### config.mk
export PLATFORM = sky130hd
export DESIGN_NAME = fpc_cfg_top
export DESIGN_NICKNAME = d
export VERILOG_FILES = /design/src/fpc_pkg.sv /design/src/fpc_cal_if.sv /design/src/fpc_cal_seq.sv /design/src/fpc_cfg_top.sv
export VERILOG_INCLUDE_DIRS = /design/src
export SDC_FILE = /design/constraint.sdc
export NUM_CORES = 1
export LEC_CHECK = 0
export BUFFER_PORTS_ARGS = -buffer_cell sky130_fd_sc_hd__buf_4
export CAP_MARGIN = 20
export CORE_AREA = 2 2 66 130
export CTS_BUF_LIST = sky130_fd_sc_hd__clkbuf_8
export DETAILED_ROUTE_END_ITERATION = 8
export DIE_AREA = 0 0 68 132
export PLACE_DENSITY = 0.78
export SYNTH_ARGS = -nofsm -noshare
export SYNTH_HDL_FRONTEND = slang
export SYNTH_SLANG_ARGS = --single-unit
### constraint.sdc
create_clock -name clk -period 3.02 [get_ports clk]
set_input_delay 0.604 -clock clk [delete_from_list [all_inputs] [get_ports clk]]
set_output_delay 0.604 -clock clk [all_outputs]
set_load 0.05 [all_outputs]
### src/fpc_params.svh
`ifndef FPC_PARAMS_SVH
`define FPC_PARAMS_SVH
// Behaviour
// - A manual loop_oscillator calibration starts only on a 0 to 1 change of the calibration bit, never while it stays high.
// - The loop sync bit acts as a distribution sync command to every output divider clocked from the fractional_loop.
// - While the loop sync bit is 1 those dividers are held synchronized, and they run normally again when it returns to 0.
// - The doubler enable bit routes the reference_predivider output when 0 and the doubled reference when 1.
// - The loop mode field selects single (00), cascaded (01) or fixed delay (10) feedback, and code 11 is reserved.
// - The eight-bit pump current code gives four microamps per step and resets to 0x8d.
// - The second_pole_resistor code selects 2000, 666, 400 or 285 ohms and resets to 3.
// - The zero_resistor code selects 1500 to 4125 ohms in eight steps and resets to 5.
// - The first_pole_capacitor code selects 2 to 122 picofarads and resets to 0.
// - The reference_predivider ratio is a six-bit value from 1 to 63, 0 reserved, resetting to 1.

// Register indices as printed; byte address is four times the index
`define FPC_IDX_CTRL       12'h100
`define FPC_IDX_PATH       12'h101
`define FPC_IDX_PUMP       12'h102
`define FPC_IDX_FILT       12'h103
`define FPC_IDX_PREDIV     12'h105
`define FPC_IDX_STATUS     12'h1f0
`define FPC_ADDR_CTRL      (`FPC_IDX_CTRL * 4)
`define FPC_ADDR_PATH      (`FPC_IDX_PATH * 4)
`define FPC_ADDR_PUMP      (`FPC_IDX_PUMP * 4)
`define FPC_ADDR_FILT      (`FPC_IDX_FILT * 4)
`define FPC_ADDR_PREDIV    (`FPC_IDX_PREDIV * 4)
`define FPC_ADDR_STATUS    (`FPC_IDX_STATUS * 4)

// Field positions
`define FPC_CTRL_CAL       3
`define FPC_CTRL_SYNC      2
`define FPC_CTRL_PDN       1
`define FPC_CTRL_RST       0
`define FPC_PATH_DBL       3
`define FPC_PATH_MODE_HI   2
`define FPC_PATH_MODE_LO   1
`define FPC_PATH_MPDN      0
`define FPC_FILT_RP2_HI    7
`define FPC_FILT_RP2_LO    6
`define FPC_FILT_RZ_HI     5
`define FPC_FILT_RZ_LO     3
`define FPC_FILT_CP1_HI    2
`define FPC_FILT_CP1_LO    0
`define FPC_STAT_BUSY      0
`define FPC_STAT_DONE      1

// Reset values
`define FPC_RST_CTRL       8'h00
`define FPC_RST_PATH       8'h01
`define FPC_RST_PUMP       8'h8d
`define FPC_RST_RP2        2'h3
`define FPC_RST_RZ         3'h5
`define FPC_RST_CP1        3'h0
`define FPC_RST_PREDIV     6'h01

// Timing
`define FPC_CLK_PERIOD_NS  50
`define FPC_CAL_TIME_NS    100000
`define FPC_CAL_CYCLES     ((`FPC_CAL_TIME_NS + `FPC_CLK_PERIOD_NS - 1) / `FPC_CLK_PERIOD_NS)
`endif

### src/fpc_pkg.sv
package fpc_pkg;
  typedef enum logic [1:0] {
    FPC_MODE_SINGLE,
    FPC_MODE_CASCADE,
    FPC_MODE_FIXED_DELAY,
    FPC_MODE_RESERVED
  } fpc_loop_mode_t;

  typedef enum logic {
    FPC_CAL_IDLE,
    FPC_CAL_RUN
  } fpc_cal_state_t;
endpackage

### src/fpc_cal_if.sv
`timescale 1ns/1ps
// Calibration handshake between the register bank and the sequencer
interface fpc_cal_if;
  logic cal_bit;
  logic loop_hold;
  logic cal_start;
  logic cal_busy;
  logic cal_done;

  modport bank (output cal_bit, output loop_hold, input cal_start, input cal_busy, input cal_done);
  modport seq  (input cal_bit, input loop_hold, output cal_start, output cal_busy, output cal_done);
endinterface

### src/fpc_cal_seq.sv
`timescale 1ns/1ps
`include "fpc_params.svh"
module fpc_cal_seq
  import fpc_pkg::*;
#(
  parameter int CAL_CYCLES = `FPC_CAL_CYCLES
) (
  input  wire logic clk,
  input  wire logic rst,
  fpc_cal_if.seq    cal
);
  localparam int CW = $clog2(CAL_CYCLES + 1);

  initial begin
    if (CAL_CYCLES < 1) begin
      $error("fpc_cal_seq: CAL_CYCLES must be at least 1");
    end
  end

  logic           cal_prev_q;
  logic           rise;
  fpc_cal_state_t state_q;
  logic [CW-1:0]  cnt_q;

  // Edge detect on the stored bit; holding it high gives one edge only
  assign rise = cal.cal_bit & ~cal_prev_q;

  always_ff @(posedge clk or posedge rst) begin
    if (rst) begin
      cal_prev_q <= 1'b0;
    end else begin
      cal_prev_q <= cal.cal_bit;
    end
  end

  // Start pulse, one cycle per rising edge while the loop is neither powered down nor held in reset
  always_ff @(posedge clk or posedge rst) begin
    if (rst) begin
      cal.cal_start <= 1'b0;
    end else begin
      cal.cal_start <= rise & ~cal.loop_hold;
    end
  end

  // Busy window; a new edge restarts it, a powered-down or reset loop aborts it
  always_ff @(posedge clk or posedge rst) begin
    if (rst) begin
      state_q      <= FPC_CAL_IDLE;
      cnt_q        <= '0;
      cal.cal_busy <= 1'b0;
      cal.cal_done <= 1'b0;
    end else begin
      // Done is a one-cycle pulse so a software clear of the sticky flag can take hold
      cal.cal_done <= 1'b0;
      case (state_q)
        FPC_CAL_IDLE: begin
          if (rise && !cal.loop_hold) begin
            state_q      <= FPC_CAL_RUN;
            cnt_q        <= CW'(CAL_CYCLES);
            cal.cal_busy <= 1'b1;
            cal.cal_done <= 1'b0;
          end
        end
        FPC_CAL_RUN: begin
          if (cal.loop_hold) begin
            state_q      <= FPC_CAL_IDLE;
            cal.cal_busy <= 1'b0;
          end else if (rise) begin
            cnt_q <= CW'(CAL_CYCLES);
          end else if (cnt_q == CW'(1)) begin
            state_q      <= FPC_CAL_IDLE;
            cal.cal_busy <= 1'b0;
            cal.cal_done <= 1'b1;
          end else begin
            cnt_q <= cnt_q - CW'(1);
          end
        end
        default: begin
          state_q <= FPC_CAL_IDLE;
        end
      endcase
    end
  end
endmodule

### src/fpc_cfg_top.sv
`timescale 1ns/1ps
`include "fpc_params.svh"
module fpc_cfg_top
  import fpc_pkg::*;
#(
  parameter int ADDR_W     = 12,
  parameter int CAL_CYCLES = `FPC_CAL_CYCLES
) (
  input  wire logic              clk,
  input  wire logic              rst,
  // APB slave
  input  wire logic              psel,
  input  wire logic              penable,
  input  wire logic              pwrite,
  input  wire logic [ADDR_W-1:0] paddr,
  input  wire logic [31:0]       pwdata,
  input  wire logic [3:0]        pstrb,
  output logic                   pready,
  output logic [31:0]            prdata,
  output logic                   pslverr,
  // Analog loop controls
  output logic                   loop_pdn,
  output logic                   loop_rst,
  output logic                   mod_pdn,
  output logic                   div_sync_hold,
  output logic                   doubler_sel,
  output fpc_loop_mode_t         loop_mode,
  output logic [7:0]             pump_code,
  output logic [1:0]             second_pole_resistor,
  output logic [2:0]             zero_resistor,
  output logic [2:0]             first_pole_capacitor,
  output logic [5:0]             reference_predivider,
  output logic                   cal_start,
  output logic                   cal_busy
);

  initial begin
    if (ADDR_W < 12 || ADDR_W > 32) begin
      $error("fpc_cfg_top: ADDR_W must be 12 to 32");
    end
  end

  // Register storage
  logic           cal_q;
  logic           sync_q;
  logic           pdn_q;
  logic           lrst_q;
  logic           dbl_q;
  fpc_loop_mode_t mode_q;
  logic           mpdn_q;
  logic [7:0]     pump_q;
  logic [1:0]     rp2_q;
  logic [2:0]     rz_q;
  logic [2:0]     cp1_q;
  logic [5:0]     prediv_q;
  logic           done_q;

  // Whole reset bytes, so single bits are picked by position without truncation
  localparam logic [7:0] RST_CTRL_V = `FPC_RST_CTRL;
  localparam logic [7:0] RST_PATH_V = `FPC_RST_PATH;

  // Bus handshake state
  logic           pready_q;
  logic [31:0]    prdata_q;
  logic           pslverr_q;
  logic           setup;
  logic           wr_fire;
  logic [7:0]     wbyte;

  fpc_cal_if cal_bus ();

  // Address decode shared by the read mux and the write path
  function automatic logic addr_is(input logic [ADDR_W-1:0] a, input logic [31:0] byte_addr);
    addr_is = (a == ADDR_W'(byte_addr));
  endfunction

  function automatic logic addr_mapped(input logic [ADDR_W-1:0] a);
    addr_mapped = addr_is(a, `FPC_ADDR_CTRL) || addr_is(a, `FPC_ADDR_PATH) ||
                  addr_is(a, `FPC_ADDR_PUMP) || addr_is(a, `FPC_ADDR_FILT) ||
                  addr_is(a, `FPC_ADDR_PREDIV) || addr_is(a, `FPC_ADDR_STATUS);
  endfunction

  // Read view of each register; reserved bits read zero
  function automatic logic [7:0] read_reg(input logic [ADDR_W-1:0] a);
    logic [7:0] v;
    v = 8'h00;
    if (addr_is(a, `FPC_ADDR_CTRL)) begin
      v[`FPC_CTRL_CAL]  = cal_q;
      v[`FPC_CTRL_SYNC] = sync_q;
      v[`FPC_CTRL_PDN]  = pdn_q;
      v[`FPC_CTRL_RST]  = lrst_q;
    end else if (addr_is(a, `FPC_ADDR_PATH)) begin
      v[`FPC_PATH_DBL]                        = dbl_q;
      v[`FPC_PATH_MODE_HI:`FPC_PATH_MODE_LO] = mode_q;
      v[`FPC_PATH_MPDN]                       = mpdn_q;
    end else if (addr_is(a, `FPC_ADDR_PUMP)) begin
      v = pump_q;
    end else if (addr_is(a, `FPC_ADDR_FILT)) begin
      v = {rp2_q, rz_q, cp1_q};
    end else if (addr_is(a, `FPC_ADDR_PREDIV)) begin
      v = {2'h0, prediv_q};
    end else if (addr_is(a, `FPC_ADDR_STATUS)) begin
      v[`FPC_STAT_BUSY] = cal_bus.cal_busy;
      v[`FPC_STAT_DONE] = done_q;
    end
    read_reg = v;
  endfunction

  // No wait state: answer is prepared in setup, presented in the first access cycle
  assign setup   = psel & ~penable;
  assign wr_fire = psel & penable & pready_q & pwrite & ~pslverr_q & pstrb[0];
  assign wbyte   = pwdata[7:0];

  always_ff @(posedge clk or posedge rst) begin
    if (rst) begin
      pready_q  <= 1'b0;
      pslverr_q <= 1'b0;
    end else begin
      pready_q  <= setup;
      pslverr_q <= setup & ~addr_mapped(paddr);
    end
  end

  // Read data captured in setup so it is stable when pready rises
  always_ff @(posedge clk or posedge rst) begin
    if (rst) begin
      prdata_q <= 32'h0000_0000;
    end else if (setup && !pwrite) begin
      prdata_q <= {24'h00_0000, read_reg(paddr)};
    end else if (!psel) begin
      prdata_q <= 32'h0000_0000;
    end
  end

  // Loop control register: calibration, sync, power-down, reset
  always_ff @(posedge clk or posedge rst) begin
    if (rst) begin
      cal_q  <= RST_CTRL_V[`FPC_CTRL_CAL];
      sync_q <= 1'b0;
      pdn_q  <= 1'b0;
      lrst_q <= 1'b0;
    end else if (wr_fire && addr_is(paddr, `FPC_ADDR_CTRL)) begin
      cal_q  <= wbyte[`FPC_CTRL_CAL];
      sync_q <= wbyte[`FPC_CTRL_SYNC];
      pdn_q  <= wbyte[`FPC_CTRL_PDN];
      lrst_q <= wbyte[`FPC_CTRL_RST];
    end
  end

  // Path select register; the reserved loop mode code is refused and the old mode kept
  always_ff @(posedge clk or posedge rst) begin
    if (rst) begin
      dbl_q  <= RST_PATH_V[`FPC_PATH_DBL];
      mode_q <= FPC_MODE_SINGLE;
      mpdn_q <= RST_PATH_V[`FPC_PATH_MPDN];
    end else if (wr_fire && addr_is(paddr, `FPC_ADDR_PATH)) begin
      dbl_q  <= wbyte[`FPC_PATH_DBL];
      mpdn_q <= wbyte[`FPC_PATH_MPDN];
      if (wbyte[`FPC_PATH_MODE_HI:`FPC_PATH_MODE_LO] != FPC_MODE_RESERVED) begin
        mode_q <= fpc_loop_mode_t'(wbyte[`FPC_PATH_MODE_HI:`FPC_PATH_MODE_LO]);
      end
    end
  end

  // Charge pump current, 4 uA per step
  always_ff @(posedge clk or posedge rst) begin
    if (rst) begin
      pump_q <= `FPC_RST_PUMP;
    end else if (wr_fire && addr_is(paddr, `FPC_ADDR_PUMP)) begin
      pump_q <= wbyte;
    end
  end

  // Loop filter codes; the capacitor code 111 has no defined value and is refused
  always_ff @(posedge clk or posedge rst) begin
    if (rst) begin
      rp2_q <= `FPC_RST_RP2;
      rz_q  <= `FPC_RST_RZ;
      cp1_q <= `FPC_RST_CP1;
    end else if (wr_fire && addr_is(paddr, `FPC_ADDR_FILT)) begin
      rp2_q <= wbyte[`FPC_FILT_RP2_HI:`FPC_FILT_RP2_LO];
      rz_q  <= wbyte[`FPC_FILT_RZ_HI:`FPC_FILT_RZ_LO];
      if (wbyte[`FPC_FILT_CP1_HI:`FPC_FILT_CP1_LO] != 3'h7) begin
        cp1_q <= wbyte[`FPC_FILT_CP1_HI:`FPC_FILT_CP1_LO];
      end
    end
  end

  // Predivider ratio; zero is reserved so a write of zero is ignored
  always_ff @(posedge clk or posedge rst) begin
    if (rst) begin
      prediv_q <= `FPC_RST_PREDIV;
    end else if (wr_fire && addr_is(paddr, `FPC_ADDR_PREDIV) && wbyte[5:0] != 6'h00) begin
      prediv_q <= wbyte[5:0];
    end
  end

  // Sticky done flag; completion wins over a clear in the same cycle
  always_ff @(posedge clk or posedge rst) begin
    if (rst) begin
      done_q <= 1'b0;
    end else if (cal_bus.cal_done) begin
      done_q <= 1'b1;
    end else if (wr_fire && addr_is(paddr, `FPC_ADDR_STATUS) && wbyte[`FPC_STAT_DONE]) begin
      done_q <= 1'b0;
    end
  end

  // Analog outputs registered once more so glitches from decode never reach the loop
  always_ff @(posedge clk or posedge rst) begin
    if (rst) begin
      loop_pdn      <= 1'b0;
      loop_rst      <= 1'b0;
      mod_pdn       <= 1'b1;
      div_sync_hold <= 1'b0;
      doubler_sel   <= 1'b0;
      loop_mode     <= FPC_MODE_SINGLE;
    end else begin
      loop_pdn      <= pdn_q;
      loop_rst      <= lrst_q;
      mod_pdn       <= mpdn_q;
      div_sync_hold <= sync_q;
      doubler_sel   <= dbl_q;
      loop_mode     <= mode_q;
    end
  end

  always_ff @(posedge clk or posedge rst) begin
    if (rst) begin
      pump_code            <= `FPC_RST_PUMP;
      second_pole_resistor <= `FPC_RST_RP2;
      zero_resistor        <= `FPC_RST_RZ;
      first_pole_capacitor <= `FPC_RST_CP1;
      reference_predivider <= `FPC_RST_PREDIV;
    end else begin
      pump_code            <= pump_q;
      second_pole_resistor <= rp2_q;
      zero_resistor        <= rz_q;
      first_pole_capacitor <= cp1_q;
      reference_predivider <= prediv_q;
    end
  end

  // Calibration is suppressed while the loop is powered down or held in reset
  assign cal_bus.cal_bit   = cal_q;
  assign cal_bus.loop_hold = pdn_q | lrst_q;

  fpc_cal_seq #(
    .CAL_CYCLES (CAL_CYCLES)
  ) u_cal (
    .clk (clk),
    .rst (rst),
    .cal (cal_bus.seq)
  );

  // Bus and calibration outputs come straight from flip-flops
  assign pready    = pready_q;
  assign prdata    = prdata_q;
  assign pslverr   = pslverr_q; // Only ever set together with pready_q
  assign cal_start = cal_bus.cal_start;
  assign cal_busy  = cal_bus.cal_busy;
endmodule

Word-level counts from Yosys, hierarchy flattened
Index checks and enable logic that the tools add are counted.
{"block": "totals", "reg_bits": 110, "latch_bits": 0, "mem_bits_rw": 0, "mem_bits_ro": 0, "input_bits": 53, "output_inout_bits": 65, "n_memories": 0}
{"block": "op_classes", "add_sub_neg": 1, "multipliers": 0, "div": 0, "n_lt_le_gt_ge": 0, "eq_ne": 15, "shift": 0, "n_mux": 32, "n_bitwise": 16, "reduce_logical": 23}
{"operator": "== test 12 x 11 -> 1 bit (second input constant)", "n": 6}
{"operator": "2-to-1 mux 32 bit", "n": 2}
{"operator": "2-to-1 mux 11 bit", "n": 4}
{"operator": "case mux 11 bit (2 select lines)", "n": 1}
{"operator": "2-to-1 mux 4 bit", "n": 5}
{"operator": "2-to-1 mux 8 bit", "n": 2}
{"operator": "2-to-1 mux 1 bit", "n": 13}
{"operator": "== test 11 x 1 -> 1 bit (second input constant)", "n": 1}
{"operator": "subtractor 11 x 1 -> 11 bit (second input constant)", "n": 1}
{"operator": "logical AND 1 bit", "n": 10}
{"operator": "bitwise AND 1 bit", "n": 9}
{"operator": "!= test 3 x 2 -> 1 bit (second input constant)", "n": 3}
{"operator": "NOT 1 bit", "n": 6}
{"operator": "case mux 1 bit (2 select lines)", "n": 3}
{"operator": "AND reduction 3 bit", "n": 2}
{"operator": "nonzero test 6 bit", "n": 1}
{"operator": "logical OR 1 bit", "n": 5}
{"operator": "2-to-1 mux 2 bit", "n": 2}
{"operator": "!= test 2 x 1 -> 1 bit (second input constant)", "n": 2}
{"operator": "!= test 2 bit (second input constant)", "n": 2}
{"operator": "AND reduction 2 bit", "n": 2}
{"operator": "!= test 3 bit (second input constant)", "n": 1}
{"operator": "logical NOT 1 bit", "n": 2}
{"operator": "nonzero test 2 bit", "n": 1}
{"operator": "OR 1 bit", "n": 1}

Logic depth before layout (Yosys ltp)
Gate-level depths: netlist of the first run.
{"block": "logic_depth", "depth_word": 9, "ltp_mapped": 8, "mapped_depth_nobuf": 6}

Modules after synthesis
A second synthesis of the first run with hierarchy kept.
{"block": "hier_totals", "hier_cells": 342, "area_unflattened_um2": 3865.0}
{"mod": "fpc_cfg_top", "instances": 1, "cells_each": 249, "area_per_inst_um2": 2960.3, "seq_area_each_um2": 1776.7}
{"mod": "fpc_cal_seq", "instances": 1, "cells_each": 93, "area_per_inst_um2": 904.6, "seq_area_each_um2": 400.4}

Worst setup path before layout of the first run
Ideal clock, no wire load.
{"block": "synth_timing", "path_type": "input-to-reg", "from": "in paddr[6]", "to": "reg rz_q[1]", "setup_ns": 0.125, "arrival_ns": 2.125, "setup_slack_ns": 0.770, "cell_stages": 6, "path_buffers": 2, "cell_sequence": "or4_4 buf_6 nor3_2 and2_1 buf_2 mux2_2"}
{"block": "synth_via", "elab_chain_len": 2}
{"item": "start: declaration", "line": "fpc_cfg_top.sv:15", "source": "input wire logic [ADDR_W-1:0] paddr,"}
{"item": "== test 12 x 11 -> 1 bit", "line": "fpc_cfg_top.sv:74", "source": "addr_is = (a == ADDR_W'(byte_addr));"}
{"item": "logical AND 1 bit", "line": "fpc_cfg_top.sv:180", "source": "end else if (wr_fire && addr_is(paddr, `FPC_ADDR_FILT)) begin"}
{"item": "end signal: assignment", "line": "fpc_cfg_top.sv:178", "source": "rz_q <= `FPC_RST_RZ;"}
{"item": "end signal: assignment", "line": "fpc_cfg_top.sv:182", "source": "rz_q <= wbyte[`FPC_FILT_RZ_HI:`FPC_FILT_RZ_LO];"}
{"item": "end: declaration", "line": "fpc_cfg_top.sv:53", "source": "logic [2:0] rz_q;"}
Every way passes these cells.
A chain may end at the register's enable or synchronous reset.

Worst setup path in the final report of the first run
{"block": "layout_timing", "from": "in paddr[4]", "to": "reg rp2_q[0]"}
{"block": "layout_via", "elab_chain_len": 2}
{"item": "== test 12 x 11 -> 1 bit", "line": "fpc_cfg_top.sv:74"}
{"item": "logical AND 1 bit", "line": "fpc_cfg_top.sv:180"}
{"item": "end signal: assignment", "line": "fpc_cfg_top.sv:177", "source": "rp2_q <= `FPC_RST_RP2;"}
{"item": "end signal: assignment", "line": "fpc_cfg_top.sv:181", "source": "rp2_q <= wbyte[`FPC_FILT_RP2_HI:`FPC_FILT_RP2_LO];"}
{"item": "end: declaration", "line": "fpc_cfg_top.sv:52", "source": "logic [1:0] rp2_q;"}
Every way passes these cells.

==> results of run 1 <==
[layer usage]
layer / track usage, % / vias to the layer above
met5: 0 / -
met4: 11.4 / 0
met3: 4.27 / 30
met2: 35.4 / 108
met1: 22.2 / 1320
li1: - / 1233
[layout make-up]
cell class              instances  area [sq um]
repair buffers                 75           576
multi-input cells             206          1390
flip-flops and latches         86          2180
fillers                       676          3380
inverters                      11          42.5
well taps                      96           120
clock buffers                  10           138
clock inverters                 6           118
[path summary, 6_finish.rpt]
path	depth (start not counted)	endpoint	slack, ns	start
worst max-delay path	6	rp2_q[0]	0.79	paddr[4]
worst min-delay path	0	pump_code[0]	0.37	pump_q[0]
worst max register to register	4	u_cal.cnt_q[1]	0.91	u_cal.cnt_q[6]
worst min register to register	0	pump_code[0]	0.37	pump_q[0]
max in group asynchronous	3	mpdn_q	1.90	rst
min in group asynchronous	2	prdata[6]	0.39	rst
[cells in the mapped netlist, types with 2 or more instances]
cell / n
nor3_1: 3
a31oi_1: 4
mux2i_1: 3
or3_1: 7
a2111oi_0: 3
nand3_1: 10
nor3_2: 2
inv_1: 11
dfrtp_1: 66
o31ai_1: 7
a21oi_1: 6
or4_1: 7
and2_1: 2
nor4_1: 4
nand4_1: 2
or3b_2: 2
nand2b_1: 5
dfstp_2: 20
ha_1: 2
a32oi_1: 2
buf_4: 24
clkbuf_1: 4
nor2_1: 9
a22oi_1: 4
a221oi_1: 2
o21ai_0: 22
nand2_1: 26
buf_2: 3
mux2_2: 29
[state kept, by name, indices dropped and copies added (netlist names), 2 cells and up]
register	count
mode_q	2
u_cal.cnt_q	11
reference_predivider	6
rz_q	3
pump_code	8
rp2_q	2
pump_q	8
loop_mode	2
zero_resistor	3
first_pole_capacitor	3
prdata	8
cp1_q	3
second_pole_resistor	2
prediv_q	6
[cell families (layout without fill, tap and decap cells)]
kind of cell               count (synthesis)  in the layout  share of synthesized area [%]
AOI/OAI and AO/OA                         58             58                           10.4
other                                      1             24                          0.100
adders and majority gates                  2              2                          0.669
buffers and inverters                     43            102                           7.02
muxes                                     33             33                           9.93
and+or+nand+nor                           89             89                           13.7
DFF                                       86             86                           58.2
[through the flow]
step	hold slack [ns]	instance area [sq um]	total power, W	cells	util [%]
finish	0.372	4560	0.00238	490	57.4
global route	0.381	4560	0.00246	490	57.4
CTS	0.378	4560	0.00240	490	57.4
detailed placement	0.365	4300	0.00140	474	54.2
global placement	0.361	4300	0.00140	474	54.2
floorplan	0.354	3830	0.00136	335	-
[power by group through the flow]
stage                     registers [W]  logic, W  clock network, W
after global placement          0.00119  0.000207                 0
after CTS                       0.00117  0.000211           0.00102
after detailed placement        0.00119  0.000210                 0
after floorplan                 0.00120  0.000165                 0
final                           0.00117  0.000210          0.000995
after global routing            0.00117  0.000228           0.00106
==> parameters.txt, run 1 <==
Parameter                              Value

CTS
  Clk buf depth    2
  Master cell of the clock root buffer    clkbuf_8
  H-tree depth    3
  Setup bufs post-CTS    0
  TritonCTS clock tree    done
  Clock buffers created by TritonCTS    9
  Later-pin clock latency in the skew report    0.36 ns
  Count of hold buffers inserted by post-cts repair    0
  Clock Sinks    86
  Cells resized by post-CTS repair    0
  Clock-pin slew on the worst setup and hold paths    0.09 ns

Worst setup path
  Cells along the critical path    buf_4, or4b_1, nor3_2, and2_1, buf_4, mux2_2
  Endpoint arrival time on the critical path    2.53 ns
  Dominant delay contributor by cell family on the critical path    simple AND/OR/NAND/NOR gates
  Highest cell delay on the worst timing path    0.66 ns
  Data required time at the worst endpoint    3.32 ns
  Critical path capture point type    register
  CP Class    in -> reg
  Buf/Inv on CP    2
  Critical Path Most Common Cell    buf_4
  Crit-path max FO    5
  Library cell contributing the largest single delay on the critical path    or4b_1
  Kind of start point of the critical path    primary input

Timing
  Fin. max-slew vios    0
  Share of the clock period used by the worst path    73.8%
  Unrepaired setup endpoints after global routing    false
  Final critical path time including I/O delays and setup    2.23 ns
  Maximum achievable frequency    449 MHz
  Fin Clk Skew    0.00859 ns
  Actual slew at the worst max-slew pin    0.852 ns
  Number of hold-slack violations in the final timing report    0
  Total Neg Setup Slack    0 ns
  Slew margin rel.    43.1%
  Setup violations, final    0
  Final worst slack    0.792 ns

Detailed routing
  Detailed Route Iter0 Violations    193
  Routed wire length    8480 microns
  Number of antenna-violating nets in the routed design    0
  WL met1    2940 microns
  Total DRC errors in the routed layout    0
  Total number of vias    2691
  Via-to-Cell Ratio    5.49
  Number of search-and-repair iterations in the first detailed-routing pass    4
  Detail-routed net length per standard cell    17.3 microns
  Met2 Wirelength    4660 microns
  Top Metal Used    met4
  Detailed-routed wire length on met3    458 microns

Die
  Die width    68 microns
  Area of the placeable core    0.00794 sq mm
  Die outline height    132 microns
  Area of the die    0.00898 sq mm
  Initial standard-cell utilization of the core    47.1%
  Count of standard-cell rows    46
  Ports    118

Status
  Outcome    completed

Placed design
  Weighted congestion reported at the end of routability-driven placement    0.911
  Detailed placer's ending HPWL    6340 microns
  Worst Setup Slack post-DPL    0.400 ns
  Port-buffer cells    66

Pwr
  Net switching share of the total power    24.6%
  Clock power frac    41.9%
  Share of power burned in combinational logic    8.8%
  Net switching power of the design    0.000584 W
  Static leakage    2.24 nW
  Maximum VDD drop    0.325 mV
  Proportion of power drawn by flip-flops and latches    49.3%
  Power per cell area    522 mW/mm^2
  Internal    0.00179 W

GRT
  Pin count of the biggest net entering global routing    52
  Wire length of the first global-routing pass    13600 microns
  All-Layer GR Usage    20.5%
  Initial antenna violation count    0
  Vias in the first global route    2748
  Aggregate global routing overflow    0

Synthesis
  Yosys warns    0
  Synth top area cells    dfrtp_1 44%, dfstp_2 14%, mux2_2 8.7%, buf_4 4.8%, o21ai_0 2.9%
  Gate count after technology mapping    312
  Cell type with the largest total area after synthesis    dfrtp_1
  Synth Register Bits    86
  Cell Area, Synth    0.00374 sq mm
  Fraction of synthesis flops using an asynchronous set or reset pin    100%
  Sequential share of the synthesized area    58.2%
  Post-synth EDFFs    0
  Post-synth cell types    50
  Top FF cell, synth    dfrtp_1
  Post-synthesis average cell area    12.0 sq um
  Portion of synthesized cell area occupied by the leading cell type    44.1%

Run
  Maximum capacitance violations    0

Final layout
  Final #Nets    444
  Most used cells in the layout excluding fill and tap cells    74 x buf_4, 66 x dfrtp_1, 29 x mux2_2
  Most common library cell in the layout ignoring fill and taps    buf_4
  Share of cells above drive strength 1    38.1%
  Synthesis-to-layout area growth    21.8%
  Antenna diode instance count    0

Worst hold path
  Hold/Removal Path Class    reg -> reg
No activity file was read; power rests on OpenSTA's default activity.
==> run 2: changes to the inputs <==
--- a/config.mk
+++ b/config.mk
@@ -12,7 +12,7 @@
 export CTS_BUF_LIST = sky130_fd_sc_hd__clkbuf_8
 export DETAILED_ROUTE_END_ITERATION = 8
 export DIE_AREA = 0 0 68 132
-export PLACE_DENSITY = 0.78
+export PLACE_DENSITY = 0.81
 export SYNTH_ARGS = -nofsm -noshare
 export SYNTH_HDL_FRONTEND = slang
 export SYNTH_SLANG_ARGS = --single-unit
==> constraint.sdc (replaced) <==
create_clock -name clk -period 1.9 [get_ports clk]
set_input_delay 0.38 -clock clk [delete_from_list [all_inputs] [get_ports clk]]
set_output_delay 0.38 -clock clk [all_outputs]
set_load 0.05 [all_outputs]
==> run 2 against run 1 <==
Combinational power up 73%; largest power group unchanged; critical path depth did not move; design area rose by 4.0%; via count grew 4.0%; setup slack got worse by 0.74 ns.
==> parameters.txt, run 2 (synthesis results as in run 1) <==
Parameter                              Value

Status
  Outcome    completed

GRT
  Initial antenna violation count    0 (unchanged)
  Pin count of the biggest net entering global routing    87 (+67%)
  Wire length of the first global-routing pass    13800 microns (+1.2%)
  Vias in the first global route    2804 (+2.0%)
  Aggregate global routing overflow    0 (unchanged)
  All-Layer GR Usage    20.8% (+0.26 points)

Die
  Count of standard-cell rows    46 (unchanged)
  Die width    68 microns (unchanged)
  Ports    118 (unchanged)
  Area of the die    0.00898 sq mm (unchanged)
  Initial standard-cell utilization of the core    47.1% (unchanged)
  Area of the placeable core    0.00794 sq mm (unchanged)
  Die outline height    132 microns (unchanged)

Final layout
  Most common library cell in the layout ignoring fill and taps    buf_4
  Flip-flop count of the largest register after layout    11 (unchanged)
  Synthesis-to-layout area growth    26.8%
  Share of cells above drive strength 1    42.5% (+4.5 points)
  Most used cells in the layout excluding fill and tap cells    96 x buf_4, 66 x dfrtp_1, 29 x mux2_2
  Final #Nets    466 (+5.0%)
  Utilization after layout    59.7% (+2.3 points)
  Antenna diode instance count    0 (unchanged)
  Reg with most FFs    u_cal.cnt_q

Timing
  Share of the clock period used by the worst path    97.1%
  Fin Clk Skew    0.00744 ns (-0.00115 ns)
  Number of hold-slack violations in the final timing report    0 (unchanged)
  Slew margin rel.    68.2% (+25 points)
  Actual slew at the worst max-slew pin    0.465 ns (-0.387 ns)
  Setup violations, final    0 (unchanged)
  Final critical path time including I/O delays and setup    1.84 ns
  Fin. max-slew vios    0 (unchanged)
  Maximum achievable frequency    542 MHz
  Final worst slack    0.0558 ns (-0.736 ns)

Placed design
  Detailed placer's ending HPWL    6580 microns (+3.8%)
  Weighted congestion reported at the end of routability-driven placement    0.899 (-1.3%)
  Port-buffer cells    66 (unchanged)
  Worst Setup Slack post-DPL    -0.265 ns (-0.666 ns)

Pwr
  Power per cell area    794 mW/mm^2 (+52%)
  Maximum VDD drop    0.517 mV (+59%)
  Static leakage    2.36 nW (+5.6%)
  Total design power    0.00377 W (+58%)

Worst setup path
  Cells along the critical path    ha_1, nor4b_1, and4b_2, buf_4, or4_1, nand3_1
  CP Class    reg -> reg
  Highest cell delay on the worst timing path    0.48 ns (-0.18 ns)
  Buf/Inv on CP    1 (-1)
  Dominant delay contributor by cell family on the critical path    simple AND/OR/NAND/NOR gates
  Endpoint arrival time on the critical path    2.13 ns (-0.40 ns)
  Kind of start point of the critical path    register
  Library cell contributing the largest single delay on the critical path    or4_1
  Critical path capture point type    register
  Data required time at the worst endpoint    2.19 ns (-1.13 ns)
  Crit-path max FO    9 (+4)

CTS
  Clock-pin slew on the worst setup and hold paths    0.09 ns (about the same)
  TritonCTS clock tree    done
  Clock Sinks    86 (unchanged)
  H-tree depth    3 (unchanged)
  Master cell of the clock root buffer    clkbuf_8
  Count of hold buffers inserted by post-cts repair    0 (unchanged)
  Clock buffers created by TritonCTS    9 (unchanged)
  Later-pin clock latency in the skew report    0.36 ns (about the same)
  Clk buf depth    2 (unchanged)

Detailed routing
  Routed wire length    8600 microns (+1.4%)
  Number of search-and-repair iterations in the first detailed-routing pass    5 (+1)
  Via-to-Cell Ratio    5.46 (-0.49%)
  Number of antenna-violating nets in the routed design    0 (unchanged)
  Detailed Route Iter0 Violations    183 (-5.2%)
  Detail-routed net length per standard cell    16.8 microns (-2.9%)
  Total number of vias    2798 (+4.0%)
  Total DRC errors in the routed layout    0 (unchanged)

Worst hold path
  Hold/Removal Path Class    in -> async

Run
  Maximum capacitance violations    0 (unchanged)
## run 2: routing by layer
metal	routed length, microns	up-vias	GRT usage (%)
li1	-	1284	-
met1	2970	1393	22.4
met2	4940	97	36.6
met3	390	24	4.53
met4	297	0	10.0
met5	0	-	0
## run 2: path summary, 6_finish.rpt
kind                                      from                       to  slack [ns]  cells past startpoint
worst max-delay path            u_cal.cnt_q[0]          u_cal.cnt_q[10]        0.06                      6
worst min-delay path                       rst             loop_mode[1]        0.11                      3
worst max register to register  u_cal.cnt_q[0]          u_cal.cnt_q[10]        0.06                      6
worst min register to register       pump_q[3]             pump_code[3]        0.38                      0
max in group asynchronous                  rst  reference_predivider[0]        1.39                      3
min in group clk                     pwdata[7]                pump_q[7]        0.27                      2
## run 2: worst reg2reg max path: stages (launching register included)
cell     delay [ns]
dfrtp_1        0.43
ha_1           0.21
nor4b_1        0.13
and4b_2        0.25
buf_4          0.17
or4_1          0.48
nand3_1        0.10
## run 2: final cells by class
cell class / instances / area [sq um]
Clock buffer: 9 / 124
Timing Repair Buffer: 97 / 741
Inverter: 11 / 45.0
Clock inverter: 7 / 120
Multi-Input combinational cell: 206 / 1420
Tap cell: 96 / 120
Fill cell: 656 / 3200
Sequential cell: 86 / 2180
## run 2: power by group
group          internal [W]  total, W  switching, W
clock              0.000880   0.00154      0.000659
combinational      0.000107  0.000364      0.000257
sequential          0.00185   0.00186     0.0000175
## run 2: through the flow
step	cell area (sq um)	setup TNS [ns]	std cells	hold slack, ns
final	4740	0	512	0.110
after global routing	4740	-0.000242	512	0.169
after CTS	4730	0	512	0.148
after detailed placement	4480	-5.82	496	0.364
after global placement	4480	-5.27	496	0.362
after floorplan	3850	-0.281	335	0.354
## run 2: what timing repair did
item	4_1_cts	5_1_grt
hold endpoints to repair	0	0
resized for setup	0	4
setup buffers	0	0
endpoints found under the setup margin	0	10
